`src/hdl/acl_pkg.sv`:
```
// constants, states and timing for the active cable link control
// ------------------------------------------------------------
// ------------------------------------------------------------
package acl_pkg;
	localparam int unsigned CLK_MHZ = 200;
	localparam int unsigned CLK_KHZ = CLK_MHZ * 1000;
	localparam int unsigned TW = 24;
	// bus reset is a least time: whole ms at whole kHz is exact
	localparam int unsigned T_BUS_RESET_MS = 50;
	localparam int unsigned BUS_RESET_CYC = T_BUS_RESET_MS * CLK_KHZ;
	// detection deadline is a longest time: whole ms at whole kHz is exact
	localparam int unsigned T_RXDET_MS = 42;
	localparam int unsigned RXDET_CYC = T_RXDET_MS * CLK_KHZ;
	localparam int unsigned T_LAT_MAX_NS = 3000;
	localparam int unsigned LAT_MAX_CYC = T_LAT_MAX_NS * CLK_MHZ / 1000;
	localparam int unsigned T_LAT_GEN1_NS = 125;
	localparam int unsigned LAT_GEN1_CYC = T_LAT_GEN1_NS * CLK_MHZ / 1000;
	localparam int unsigned T_LAT_GEN2_NS = 305;
	localparam int unsigned LAT_GEN2_CYC = T_LAT_GEN2_NS * CLK_MHZ / 1000;
	localparam logic [1:0] FALLBACK_LIMIT = 2'h3;
	localparam logic [1:0] FALLBACK_RST = 2'h0;
	localparam int unsigned FIFO_DEPTH = 8;
	localparam int unsigned DATA_W = 32;

	typedef enum logic [1:0] {
		L2_PRESENT = 2'h0,
		L2_BUSRST = 2'h1,
		L2_DONE = 2'h3
	} acl_l2_e;

	typedef enum logic [1:0] {
		RX_OFF = 2'h0,
		RX_DET = 2'h1,
		RX_MIR = 2'h3
	} acl_rx_e;
endpackage

```
`src/hdl/acl_stream_if.sv`:
```
// valid/ready word carrier between the control block and its fifo
interface acl_stream_if #(parameter int W = 32);
	logic valid;
	logic ready;
	logic [W-1:0] data;
	modport src(output valid, output data, input ready);
	modport snk(input valid, input data, output ready);
endinterface

```
`src/hdl/acl_link_ctrl.sv`:
```
// active cable link control: legacy lines, fallback, rx detect, forwarding
module acl_link_ctrl import acl_pkg::*; #(
	parameter int unsigned BUS_RST_CYC = BUS_RESET_CYC,
	parameter int unsigned RXDET_MAX_CYC = RXDET_CYC,
	parameter int W = DATA_W,
	parameter int DEPTH = FIFO_DEPTH,
	parameter bit SB_SUPPORTED = 1'b1
) (
	input wire logic clk_in,
	input wire logic srst_in,
	input wire logic [1:0] usb2_dp_in,
	input wire logic [1:0] usb2_dm_in,
	output logic [1:0] usb2_dp_out,
	output logic [1:0] usb2_dm_out,
	output logic [1:0] usb2_dp_oe_n_out,
	output logic [1:0] usb2_dm_oe_n_out,
	output logic [1:0] usb2_pd_en_out,
	input wire logic usb3_drop_in,
	input wire logic u0_entry_in,
	output logic link_reset_out,
	output logic [1:0] fallback_counter_out,
	output logic billboard_out,
	input wire logic vconn_in,
	input wire logic low_power_in,
	input wire logic [1:0] far_term_in,
	output logic [1:0] rxdet_req_out,
	output logic [1:0] rx_term_en_out,
	output logic rxdet_late_out,
	input wire logic u0_in,
	input wire logic gen2_in,
	input wire logic s_valid_in,
	input wire logic [W-1:0] s_data_in,
	output logic s_ready_out,
	output logic m_valid_out,
	output logic [W-1:0] m_data_out,
	input wire logic m_ready_in,
	output logic lat_slow_out,
	output logic lat_fault_out,
	input wire logic altmode_in,
	output logic sb_en_out
);
	// ------------------------------------------------------------
	// legacy two-wire lines
	// ------------------------------------------------------------
	acl_l2_e l2_r;
	acl_l2_e l2_nxt;
	logic [TW-1:0] rst_cnt_r;
	logic drv_r;
	logic pd_r;
	// attached far port pulls a line up against our pull-down
	wire l2_attach = |(usb2_dp_in | usb2_dm_in);
	wire rst_done = (rst_cnt_r == TW'(BUS_RST_CYC - 1));

	always_comb begin
		l2_nxt = l2_r;
		case (l2_r)
			L2_PRESENT: if (l2_attach) l2_nxt = L2_BUSRST;
			L2_BUSRST: if (rst_done) l2_nxt = L2_DONE;
			L2_DONE: if (!vconn_in) l2_nxt = L2_PRESENT;
			default: l2_nxt = L2_PRESENT;
		endcase
	end

	always_ff @(posedge clk_in) begin
		if (srst_in) begin
			l2_r <= L2_PRESENT;
			rst_cnt_r <= '0;
			drv_r <= 1'b0;
			pd_r <= 1'b1;
		end else begin
			l2_r <= l2_nxt;
			rst_cnt_r <= (l2_r == L2_BUSRST) ? rst_cnt_r + TW'(1) : '0;
			drv_r <= (l2_nxt == L2_BUSRST);
			pd_r <= 1'b1;
		end
	end

	// lines only ever pulled low; oe_n low means driven
	assign usb2_dp_out = 2'h0;
	assign usb2_dm_out = 2'h0;
	assign usb2_dp_oe_n_out = {2{~drv_r}};
	assign usb2_dm_oe_n_out = {2{~drv_r}};
	assign usb2_pd_en_out = {2{pd_r}};

	// ------------------------------------------------------------
	// fallback counter and billboard
	// ------------------------------------------------------------
	logic [1:0] fb_r;
	logic bb_r;
	logic lrst_r;
	wire fb_sat = (fb_r == FALLBACK_LIMIT);
	// a drop in the same cycle as U0 entry still counts
	wire [1:0] fb_nxt = usb3_drop_in ? (fb_sat ? fb_r : fb_r + 2'h1) :
		(u0_entry_in ? FALLBACK_RST : fb_r);

	always_ff @(posedge clk_in) begin
		if (srst_in) begin
			fb_r <= FALLBACK_RST;
			bb_r <= 1'b0;
			lrst_r <= 1'b0;
		end else begin
			fb_r <= fb_nxt;
			bb_r <= bb_r | (fb_nxt == FALLBACK_LIMIT);
			lrst_r <= usb3_drop_in;
		end
	end

	assign fallback_counter_out = fb_r;
	assign billboard_out = bb_r;
	assign link_reset_out = lrst_r;

	// ------------------------------------------------------------
	// receiver termination detection and mirroring
	// ------------------------------------------------------------
	acl_rx_e rx_r;
	acl_rx_e rx_nxt;
	logic [1:0] req_r;
	logic [1:0] term_r;
	logic [TW-1:0] det_cnt_r;
	logic late_r;
	logic det_busy_r;
	wire det_active = (rx_nxt == RX_DET) | ((rx_nxt == RX_MIR) & low_power_in);
	wire det_expired = (det_cnt_r == TW'(RXDET_MAX_CYC - 1));
	// each end shows what was found on the other end
	wire [1:0] term_mirror = {far_term_in[0], far_term_in[1]};

	always_comb begin
		rx_nxt = rx_r;
		case (rx_r)
			RX_OFF: if (vconn_in) rx_nxt = RX_DET;
			RX_DET: begin
				if (!vconn_in) rx_nxt = RX_OFF;
				else if (|far_term_in) rx_nxt = RX_MIR;
			end
			RX_MIR: begin
				if (!vconn_in) rx_nxt = RX_OFF;
				else if (low_power_in && !(|far_term_in)) rx_nxt = RX_DET;
			end
			default: rx_nxt = RX_OFF;
		endcase
	end

	always_ff @(posedge clk_in) begin
		if (srst_in) begin
			rx_r <= RX_OFF;
			req_r <= 2'h0;
			term_r <= 2'h0;
		end else begin
			rx_r <= rx_nxt;
			req_r <= {2{det_active}};
			if (rx_nxt == RX_OFF) term_r <= 2'h0;
			// the sample that ends detection must land, or the mirror never turns on
			else if (det_active || rx_r == RX_DET) term_r <= term_mirror;
		end
	end

	// deadline from VCONN arrival to the first mirrored termination
	always_ff @(posedge clk_in) begin
		if (srst_in) begin
			det_cnt_r <= '0;
			// armed from power-on: vconn may already be present at release
			det_busy_r <= 1'b1;
			late_r <= 1'b0;
		end else begin
			if (!vconn_in) begin
				det_cnt_r <= '0;
				det_busy_r <= 1'b1;
			end else if (det_busy_r && rx_r == RX_MIR) begin
				det_busy_r <= 1'b0;
			end else if (det_busy_r && !det_expired) begin
				det_cnt_r <= det_cnt_r + TW'(1);
			end
			late_r <= late_r | (det_busy_r & vconn_in & det_expired & (rx_r != RX_MIR));
		end
	end

	assign rxdet_req_out = req_r;
	assign rx_term_en_out = term_r;
	assign rxdet_late_out = late_r;

	// ------------------------------------------------------------
	// forwarding path
	// ------------------------------------------------------------
	acl_stream_if #(.W(W)) in_if ();
	acl_stream_if #(.W(W)) out_if ();

	// words are only taken while the link sits in U0
	assign in_if.valid = s_valid_in & u0_in;
	assign in_if.data = s_data_in;
	assign s_ready_out = in_if.ready;
	assign m_valid_out = out_if.valid;
	assign m_data_out = out_if.data;
	assign out_if.ready = m_ready_in;

	acl_fifo #(.W(W), .DEPTH(DEPTH)) u_fifo (
		.clk_in(clk_in),
		.srst_in(srst_in),
		.wr(in_if),
		.rd(out_if)
	);

	// head-of-line wait is the latency the cable adds beyond the fifo
	logic [9:0] age_r;
	logic slow_r;
	logic fault_r;
	wire head_wait = out_if.valid & ~m_ready_in;
	wire [9:0] slow_lim = gen2_in ? 10'(LAT_GEN2_CYC) : 10'(LAT_GEN1_CYC);
	wire age_sat = (age_r == 10'(LAT_MAX_CYC));

	always_ff @(posedge clk_in) begin
		if (srst_in) begin
			age_r <= '0;
			slow_r <= 1'b0;
			fault_r <= 1'b0;
		end else begin
			age_r <= head_wait ? (age_sat ? age_r : age_r + 10'h1) : '0;
			slow_r <= head_wait & (age_r >= slow_lim);
			fault_r <= fault_r | (u0_in & head_wait & age_sat);
		end
	end

	assign lat_slow_out = slow_r;
	assign lat_fault_out = fault_r;

	// ------------------------------------------------------------
	// sideband
	// ------------------------------------------------------------
	logic sb_r;

	always_ff @(posedge clk_in) begin
		if (srst_in) sb_r <= 1'b0;
		else sb_r <= SB_SUPPORTED & altmode_in;
	end

	assign sb_en_out = sb_r;

	// ------------------------------------------------------------
	// assertions
	// ------------------------------------------------------------
	property p_pulldown;
		@(posedge clk_in) disable iff (srst_in)
		(l2_r == L2_PRESENT) |-> (usb2_pd_en_out == 2'h3);
	endproperty
	a_pulldown: assert property (p_pulldown)
		else $error("pull-downs not presented");

	property p_no_rst_present;
		@(posedge clk_in) disable iff (srst_in)
		(l2_r == L2_PRESENT) |-> (usb2_dp_oe_n_out == 2'h3 && usb2_dm_oe_n_out == 2'h3);
	endproperty
	a_no_rst_present: assert property (p_no_rst_present)
		else $error("lines driven while presenting");

	property p_rst_start;
		@(posedge clk_in) disable iff (srst_in)
		(l2_r == L2_PRESENT && l2_attach) |=> (usb2_dp_oe_n_out == 2'h0) [*8];
	endproperty
	a_rst_start: assert property (p_rst_start)
		else $error("bus reset not started on attach");

	property p_rst_len;
		@(posedge clk_in) disable iff (srst_in)
		$rose(usb2_dp_oe_n_out[0]) |-> $past(rst_cnt_r) == TW'(BUS_RST_CYC - 1);
	endproperty
	a_rst_len: assert property (p_rst_len)
		else $error("bus reset ended early");

	property p_fb_inc;
		@(posedge clk_in) disable iff (srst_in)
		(usb3_drop_in && fallback_counter_out != FALLBACK_LIMIT)
			|=> fallback_counter_out == $past(fallback_counter_out) + 2'h1;
	endproperty
	a_fb_inc: assert property (p_fb_inc)
		else $error("fallback counter did not count");

	property p_fb_clr;
		@(posedge clk_in) disable iff (srst_in)
		(u0_entry_in && !usb3_drop_in) |=> fallback_counter_out == FALLBACK_RST;
	endproperty
	a_fb_clr: assert property (p_fb_clr)
		else $error("fallback counter not cleared on U0");

	property p_bb_latch;
		@(posedge clk_in) disable iff (srst_in)
		(fallback_counter_out == FALLBACK_LIMIT || billboard_out) |=> billboard_out [*4];
	endproperty
	a_bb_latch: assert property (p_bb_latch)
		else $error("billboard not latched");

	property p_fb_sat;
		@(posedge clk_in) disable iff (srst_in)
		(usb3_drop_in && fallback_counter_out == FALLBACK_LIMIT)
			|=> fallback_counter_out == FALLBACK_LIMIT;
	endproperty
	a_fb_sat: assert property (p_fb_sat)
		else $error("fallback counter wrapped");

	property p_link_rst;
		@(posedge clk_in) disable iff (srst_in)
		usb3_drop_in |=> link_reset_out;
	endproperty
	a_link_rst: assert property (p_link_rst)
		else $error("no link reset after drop");

	property p_hiz;
		@(posedge clk_in) disable iff (srst_in)
		!vconn_in |=> rx_term_en_out == 2'h0;
	endproperty
	a_hiz: assert property (p_hiz)
		else $error("termination on without power");

	property p_det_on;
		@(posedge clk_in) disable iff (srst_in)
		(rx_r == RX_OFF && vconn_in) |=> rxdet_req_out == 2'h3;
	endproperty
	a_det_on: assert property (p_det_on)
		else $error("detection not started on VCONN");

	property p_mirror;
		@(posedge clk_in) disable iff (srst_in)
		(vconn_in && (det_active || rx_r == RX_DET))
			|=> rx_term_en_out == $past({far_term_in[0], far_term_in[1]});
	endproperty
	a_mirror: assert property (p_mirror)
		else $error("termination not mirrored");

	property p_lowpwr;
		@(posedge clk_in) disable iff (srst_in)
		(rx_r == RX_MIR && vconn_in && low_power_in) |=> rxdet_req_out == 2'h3;
	endproperty
	a_lowpwr: assert property (p_lowpwr)
		else $error("detection stopped in U2/U3");

	property p_late;
		@(posedge clk_in) disable iff (srst_in)
		$rose(rxdet_late_out) |-> $past(det_cnt_r) == TW'(RXDET_MAX_CYC - 1);
	endproperty
	a_late: assert property (p_late)
		else $error("deadline flag at wrong time");

	property p_lat;
		@(posedge clk_in) disable iff (srst_in)
		(u0_in && head_wait && age_sat) |=> lat_fault_out;
	endproperty
	a_lat: assert property (p_lat)
		else $error("latency overrun not flagged");

	property p_sb;
		@(posedge clk_in) disable iff (srst_in)
		sb_en_out |-> $past(altmode_in);
	endproperty
	a_sb: assert property (p_sb)
		else $error("sideband used outside alternate mode");

	c_bus_reset: cover property (@(posedge clk_in) disable iff (srst_in)
		l2_r == L2_BUSRST ##1 l2_r == L2_DONE);
	c_billboard: cover property (@(posedge clk_in) disable iff (srst_in)
		$rose(billboard_out));
	c_mirror: cover property (@(posedge clk_in) disable iff (srst_in)
		rx_r == RX_MIR && low_power_in);
	c_fifo_full: cover property (@(posedge clk_in) disable iff (srst_in)
		s_valid_in && !s_ready_out);
endmodule // acl_link_ctrl

```
`src/hdl/acl_fifo.sv`:
```
// synchronous fifo with registered ready and valid
module acl_fifo #(
	parameter int W = 32,
	parameter int DEPTH = 8
) (
	input wire logic clk_in,
	input wire logic srst_in,
	acl_stream_if.snk wr,
	acl_stream_if.src rd
);
	// depth must be a power of two: pointers wrap freely
	localparam int AW = $clog2(DEPTH);
	logic [W-1:0] mem [DEPTH];
	logic [AW-1:0] wp_r;
	logic [AW-1:0] rp_r;
	logic [AW:0] cnt_r;
	logic rdy_r;
	logic vld_r;
	wire push = wr.valid & rdy_r;
	wire pop = rd.ready & vld_r;
	wire [AW:0] cnt_nxt = cnt_r + (AW+1)'(push) - (AW+1)'(pop);

	always_ff @(posedge clk_in) begin
		if (srst_in) begin
			wp_r <= '0;
			rp_r <= '0;
			cnt_r <= '0;
			rdy_r <= 1'b1;
			vld_r <= 1'b0;
		end else begin
			if (push) wp_r <= wp_r + AW'(1);
			if (pop) rp_r <= rp_r + AW'(1);
			cnt_r <= cnt_nxt;
			rdy_r <= (cnt_nxt != (AW+1)'(DEPTH));
			vld_r <= (cnt_nxt != '0);
		end
	end

	always_ff @(posedge clk_in) begin
		if (push) mem[wp_r] <= wr.data;
	end

	assign wr.ready = rdy_r;
	assign rd.valid = vld_r;
	assign rd.data = mem[rp_r];
endmodule // acl_fifo

```
`config.mk`:
```
export PLATFORM = sky130hd
export DESIGN_NAME = acl_link_ctrl
export DESIGN_NICKNAME = d
export VERILOG_FILES = /design/src/hdl/acl_pkg.sv /design/src/hdl/acl_stream_if.sv /design/src/hdl/acl_link_ctrl.sv /design/src/hdl/acl_fifo.sv
export SDC_FILE = /design/constraint.sdc
export NUM_CORES = 1
export LEC_CHECK = 0
export ABC_AREA = 1
export BUFFER_PORTS_ARGS = -buffer_cell sky130_fd_sc_hd__buf_4
export CAP_MARGIN = 20
export CORE_MARGIN = 2
export CORE_UTILIZATION = 35
export CTS_CLUSTER_SIZE = 20
export DETAILED_ROUTE_END_ITERATION = 8
export HOLD_SLACK_MARGIN = 0.08
export PLACE_DENSITY = 0.5
export RECOVER_POWER = 50
export REMOVE_ABC_BUFFERS = 1
export SLEW_MARGIN = 25
export SYNTH_ARGS = -nofsm -noshare
export SYNTH_HDL_FRONTEND = slang
export SYNTH_SLANG_ARGS = --single-unit
```
`constraint.sdc`:
```
create_clock -name clk_in -period 5.2 [get_ports clk_in]
set_input_delay 0.26 -clock clk_in [delete_from_list [all_inputs] [get_ports clk_in]]
set_output_delay 0.26 -clock clk_in [all_outputs]
set_load 0.02 [all_outputs]
```
# == Word-level counts from Yosys, hierarchy flattened ==
# Memories as Yosys holds them, arrays and structs flattened. A register that Yosys moved wholly into a read port is not among the register bits.
# Cells that the tools add are included.
# totals
reg_bits,87
latchBits,0
ramBits,256
rom_bits,0
elab_cells,102
n_memories,1
# classes
add_sub_neg,8
mul,0
div,0
order_cmp,1
eq_ne,14
n_shift,0
muxes,18
bitwise_logic,22
n_reduce_logical,17
# memory_table
memory,depth,width,read_ports,rd_clocked_by_memory_dff,write_ports,line,rtl
u_fifo.mem,8,32,1,1,1,acl_fifo.sv:13,logic [W-1:0] mem [DEPTH];
# ops
cell,n
$add A24 B1 Y24 const B,2
$eq A24 B24 Y1 const B,2
$mux W2,11
$pmux W2 S3,2
$reduce_or A2 Y1,6
$and A1 B1 Y1,11
$add A10 B1 Y10 const B,1
$eq A10 B10 Y1 const B,1
$eq A2 B2 Y1 const B,5
$ge A10 B6 Y1,1
$eq A2 B1 Y1 const B,4
$add A3 B1 Y3 const B,2
$logic_not A2 Y1,3
$mux W3,2
$mux W6,1
$not A1 Y1,6
$add A4 B1 Y4,1
$ne A4 B4 Y1 const B,1
$or A1 B1 Y1,4
$reduce_bool A4 Y1,1
$sub A4 B1 Y4,1
$logic_and A1 B1 Y1,3
$add A2 B1 Y2 const B,1
$logic_not A1 Y1,2
other kinds (5),6

# == Logic depth before layout (Yosys ltp) ==
# Gate-level depths: netlist of run 1.
# logic_depth
ltp_word,10
depth_mapped,11
ltp_nobuf,11

# == Hierarchy ==
# A second synthesis of run 1 with hierarchy kept.
# hier_totals
cells_unflattened,1813
hier_area_um2,15805.2
# modules_own_cells
mod,n_inst,cells_each,area_each_um2
acl_fifo,1,1207,11658.7
acl_link_ctrl,1,606,4146.5

# == Worst setup path before layout of run 1 ==
# No wires, ideal clock.
# synth_timing
kind,register to register
from,"reg u_fifo.rdy_r, in the netlist u_fifo.wr.ready"
to,mem u_fifo.mem[0][0] (enable)
setup_ns,0.421
t_arrival_ns,2.180
required_time_ns,4.779
path_slack_ns,2.599
path_stages_with_launch,5
path_buffers,0
cell_sequence,dfxtp_1 -> nand3_1 -> inv_1 -> nand2_1 -> nor2_1
# synth_between
elab_chain_len,3
# synth_rtl
element,line,rtl
start: declaration,acl_fifo.sv:17,logic rdy_r;
start signal: assignment,acl_fifo.sv:34,rdy_r <= (cnt_nxt != (AW+1)'(DEPTH));
$and A1 B1 Y1,acl_fifo.sv:19,wire push = wr.valid & rdy_r;
named net u_fifo.push,acl_fifo.sv:19,
$mux W1,acl_fifo.sv:40,if (push) mem[wp_r] <= wr.data;
$mux W1 (not written as such),acl_fifo.sv:40,
end: declaration,acl_fifo.sv:13,
# The timed path passes the listed nets, and every way through them passes these cells.

==> metrics.cfg, run 1 <==
[power]
pwr_density_cell_nw_per_um2=421
clockPowerShare_pct=37.7
power.total_uw=7340
cell_internal_pwr_uw=5260
leakage_uw=0.00614
seq_power_share_pct=43.3
max-vdd-ir-drop_mv=0.213
switching_power_uw=2080
power_frac_comb_pct=19.0
swShare_pct=28.4

[critical_path]
worstSetupStartpointType=register
worstPathMaxFanout=90
crit_family=flip-flops
cp-end-kind=output port
required_ps=4940
cp_num_cells=6
critPathSlowestCell=dfxtp_4
worst-r2r-cell-count=6
slowest_delay_ps=950
arrival_ps=2760
cp_num_buf_inv=2
path_cells=buf_4 -> o21ai_0 -> o32ai_1 -> nand2_1 -> nand2_1 -> buf_4
worstSetupPathType=reg -> out

[yosys]
synth_area_um2=14600
synth-seq-area-share_pct=64.8
synth_ff_type=edfxtp_1
synthCells=1432
synth_area_per_cell_um2=10.2
synth_edf_count=256
ys_ff_latch=346
async_flop_share_pct=0
synth.distinct_cells=41
synth_warnings=0

[floorplan]
num_rows=74
die_y_um=209
die-area_um2=43500
initial_core_util_pct=35.6
core_um2=41100
num_io_pins=105
fp.dieW_um=209

[global_route]
grt_usage_pct=15.6
grt_overflow=0
grt_max_degree=107
grt_pass1_wl_um=54200
grt_pass1_vias=10200
antenna_found_initial=2

[hold_path]
hold_path.class=in -> reg
min_path_cells=3

[clocking]
cts_hold_buf=43
root_buffer=clkbuf_16
cts.repair.resized=0
clockBufferDepth=3
clk_latency_ps=550
cts_tree=done
cts_buffers=39
htreeDepth=2
cts_setup_buffers=0
clk_pin_slew_worst_paths_ps=60
cts_sinks=346

[sta]
skew_ps=17.9
fmax_mhz=331
rsz0062_at_grt=false
worst_pin_slew_ps=1390
holdWs_ps=118
hold_viol=0
period_share_pct=58.0
max_slew_margin_pct=7.48
fin_crit_ps=3020
report.final.slew_viol_count=0
fin_setup_tns_ps=0
setup_violations=0

[final_layout]
drive_gt1_share_pct=9.11
final_cells=2124
most-common-layout-cells=nor2_1 (305), nand2_1 (257), edfxtp_1 (256), inv_1 (102), dfxtp_1 (87)
fin_area_um2=17400
final_nets=1624
final_common_cell=nor2_1
syn2layout_area_growth_pct=19.1
n_antenna_cell=0

[placed_design]
port_buffers=98
dp_hpwl_um=19600
placedCellCount=2009
place_area_um2=15900
gp_congestion=0.796

[run_status]
run_status=finished clean

[detailed_routing]
wire_per_inst_um=15.9
via_per_inst=4.85
ant_nets=0
vias=10300
drc=0
wirelength_um=33700
dr.pass1.iters=5
drtIter0Drc=612

[run]
max-cap-violations=0

-- synth_stat cells, types with 3 or more instances --
library cell / count / share of area, %
o21ai_0: 83 / 2.8
nor3_1: 13 / 0.44
nor2_4: 4 / 0.31
dfxtp_1: 90 / 12
clkbuf_1: 33 / 0.85
xnor2_1: 5 / 0.30
buf_2: 17 / 0.58
inv_1: 103 / 2.6
xor2_1: 14 / 0.84
nor2_1: 312 / 8.0
nand2_1: 257 / 6.6
a31oi_1: 3 / 0.13
nand2_2: 5 / 0.21
o32ai_1: 64 / 3.8
ha_1: 13 / 1.1
buf_1: 8 / 0.21
buf_4: 10 / 0.51
edfxtp_1: 256 / 52
nand3_1: 48 / 1.6
nand4_1: 26 / 1.1
a21oi_2: 4 / 0.24
a21oi_1: 38 / 1.3
-- registers in the layout, indices dropped and copies added, names as in the netlist, named ones only --
name	cells
u_fifo.rp_r	3
l2_r	2
rxdet_late_out	1
age_r	10
u_fifo.wp_r	3
lat_slow_out	1
det_busy_r	1
det_cnt_r	24
u_fifo.wr.ready	1
rst_cnt_r	24
drv_r	1
billboard_out	1
fallback_counter_out	2
u_fifo.rd.valid	1
lat_fault_out	1
rx_r	2
u_fifo.mem	256
u_fifo.cnt_r	4
rxdet_req_out	1
rx_term_en_out	2
sb_en_out	1
link_reset_out	1
-- power groups by stage --
stage,clock network [µW],logic (µW),registers [µW]
4_1_cts,2860,1460,3180
3_5_place_dp,0,1430,3240
3_3_place_gp,0,1400,3240
6_report,2770,1400,3180
5_1_grt,2950,1560,3190
2_1_floorplan,0,827,3270
-- worst paths after layout --
kind	from	to	slack, ps
max	register	m_data_out[16]	2180
min	u0_in	u_fifo.wp_r[1]	120
max reg2reg	u_fifo.wr.ready	u_fifo.mem[0][30]	2430
min reg2reg	det_busy_r	det_busy_r	450
-- per-stage QoR --
stage	util, %	setup WS, ps
after floorplan	-	-9.17
after detailed placement	38.7	2510
after global placement	38.6	2510
after CTS	42.9	1910
after global routing	42.4	1920
final	42.4	2180
-- logic make-up after synthesis --
family / Yosys count / share of synthesized area (%)
and+or+nand+nor: 679 / 19.2
DFF: 346 / 64.8
AOI/OAI and AO/OA: 197 / 8.59
buffers and inverters: 175 / 5.02
xor gates and xnor gates: 19 / 1.14
adders and majority gates: 14 / 1.25
other: 2 / 0.0513
-- worst min-delay path, cell delays in order --
cell,delay (ps)
buf_4,110
nand3_1,150
a21oi_1,90
-- routing by layer --
metal	GRT usage, %	routed length [µm]	up-vias
met5	0	24	-
met4	4.58	773	4
met3	3.25	1390	59
met2	26.0	15700	169
met1	20.5	15800	4891
li1	-	-	5171
-- cell type report --
cell class | instances | area (µm²)
timing repair buffer | 154 | 1090
clock buffer | 52 | 1060
multi-input combinational | 915 | 4490
sequential | 346 | 9500
tap | 532 | 666
fill | 4010 | 23700
inverter | 105 | 399
clock inverter | 20 | 236
Note: power is estimated with default switching activity, not from simulation.
==> run 2: changes to the inputs <==
Clock period 5.2 ns to 3 ns, I/O delays scaled along.
==> metrics.cfg, run 2 (synthesis results as in run 1) <==
[clocking]
clockBufferDepth=3  ; unchanged
htreeDepth=2  ; unchanged
cts.repair.resized=0  ; unchanged
clk_pin_slew_worst_paths_ps=60  ; about the same
cts_sinks=346  ; unchanged
cts_tree=done
clk_latency_ps=530  ; -20 ps
root_buffer=clkbuf_16
cts_buffers=40  ; +2.6%

[detailed_routing]
drtIter0Drc=536  ; -12%
vias=10300  ; +0.47%
dr.pass1.iters=4  ; -1
via_per_inst=4.84  ; about the same
wirelength_um=33900  ; +0.64%
ant_nets=0  ; unchanged
drc=0  ; unchanged
wire_per_inst_um=15.9  ; about the same

[placed_design]
gp_congestion=0.795  ; -0.19%
pre_cts_slack_ps=787  ; -1720 ps
dp_hpwl_um=19800  ; +0.95%
port_buffers=98  ; unchanged
place_area_um2=16000  ; +0.55%

[power]
max-vdd-ir-drop_mv=0.343  ; +61%
pwr_density_cell_nw_per_um2=716  ; +70%
power.total_uw=12600  ; +71%
leakage_uw=0.00620  ; +0.88%

[final_layout]
drive_gt1_share_pct=9.48  ; +0.37 points
fillers=3981  ; -0.72%
most-common-layout-cells=nor2_1 (305), nand2_1 (257), edfxtp_1 (256), inv_1 (102), dfxtp_1 (87)
largest_reg_flops=256  ; unchanged
fin_area_um2=17500  ; +0.55%
final_nets=1639  ; +0.92%
n_antenna_cell=0  ; unchanged
final_common_cell=nor2_1
largestRegisters=u_fifo.mem: 256 flops, det_cnt_r: 24 flops, rst_cnt_r: 24 flops
syn2layout_area_growth_pct=19.7
top_register=u_fifo.mem
fin_util_pct=42.6  ; +0.23 points

[critical_path]
arrival_ps=2380  ; -380 ps
worstSetupStartpointType=register
r2r_end=u_fifo.mem[5][17]
worstPathMaxFanout=85  ; -5.6%
r2r_start=u_fifo.wr.ready
required_ps=2850  ; -2090 ps
worst-r2r-cell-count=5  ; -1
r2r_slack_ps=800  ; -1630 ps
cp-end-kind=output port
worstSetupPathType=reg -> out

[hold_path]
hold_path.class=in -> reg
min-delay-start=gen2_in
min_path_cells=5  ; +2
holdPathEnd=lat_slow_out

[sta]
hold_viol=0  ; unchanged
report.final.slew_viol_count=0  ; unchanged
fin_ws_ps=465  ; -1720 ps
rsz0062_at_grt=false
holdWs_ps=174  ; +56.2 ps
skew_ps=10.8  ; -7.04 ps
period_share_pct=84.5
setup_violations=0  ; unchanged
max_slew_margin_pct=28.9  ; +21 points
fin_crit_ps=2530
worst_pin_slew_ps=1070  ; -321 ps
fmax_mhz=394

[floorplan]
initial_core_util_pct=35.6  ; unchanged
num_rows=74  ; unchanged
core_um2=41100  ; unchanged
die_y_um=209  ; unchanged
fp.dieW_um=209  ; unchanged
num_io_pins=105  ; unchanged
die-area_um2=43500  ; unchanged

[global_route]
grt_usage_pct=15.7  ; +0.097 points
grt_overflow=0  ; unchanged
antenna_found_initial=2  ; unchanged
grt_max_degree=129  ; +21%
grt_pass1_wl_um=54800  ; +1.2%
grt_pass1_vias=10400  ; +2.4%

[run]
max-cap-violations=0  ; unchanged

[run_status]
run_status=finished clean

-- run 2: cell count changes in the layout (fill, tap and decap cells not counted), sizes merged --
cell / delta
bufinv: -3
clkinv: +1
clkbuf: +3
dlygate4sd3: +7
clkinvlp: -2
buf: +6
-- run 2: how the worst max path moves through the flow --
stage / slack, ps / from / cells after the start / to
global route: 150 / srst_in / 6 / rst_cnt_r[13]
floorplan: -2100 / register / 5 / m_data_out[0]
CTS: 400 / register / 7 / m_data_out[13]
global placement: 850 / u_fifo.wr.ready / 5 / u_fifo.mem[2][20]
detailed placement: 790 / u_fifo.wr.ready / 5 / u_fifo.mem[2][3]
finish: 470 / register / 6 / m_data_out[30]
-- run 2: area by class of cell --
cell class / instances / area (µm²) / share of cell area (%)
inverter: 105 / 397 / 2.26
multi-input combinational: 915 / 4490 / 25.6
sequential: 346 / 9500 / 54.2
clock inverter: 16 / 143 / 0.814
timing repair buffer: 168 / 1260 / 7.21
clock buffer: 54 / 1080 / 6.15
tap: 532 / 666 / 3.80
-- run 2: report_power, final --
part	internal, µW	leakage (µW)	switching, µW
Sequential	5320	0.00304	151
Combinational	926	0.00255	1600
Clock	2690	0.000600	1870
Total	8940	0.00620	3620
-- run 2: per-stage QoR --
stage | TNS (ps) | std cells
CTS | 0 | 2136
global placement | 0 | 2016
finish | 0 | 2136
detailed placement | 0 | 2016
floorplan | -67170 | 1366
global route | 0 | 2136
-- run 2: layer usage --
layer,track usage (%),up-vias,share of wire [%]
li1,-,5187,-
met1,20.6,4941,47
met2,26.8,162,47
met3,3.02,48,4.2
met4,4.04,4,1.6
met5,0,-,0.071
-- run 2: worst max-delay path: stages (launching register included) --
cell and delay [ps]:
dfxtp_4 930, buf_12 270, o21ai_0 100, o32ai_1 140
nand2_1 150, nand2_1 90, buf_4 130
-- run 2: repair_timing --
| action | 4_1_cts | 5_1_grt |
|---|---|---|
| hold endpoints to repair | 282 | 0 |
| hold buffers | 50 | 0 |
| setup buffers | 0 | 0 |
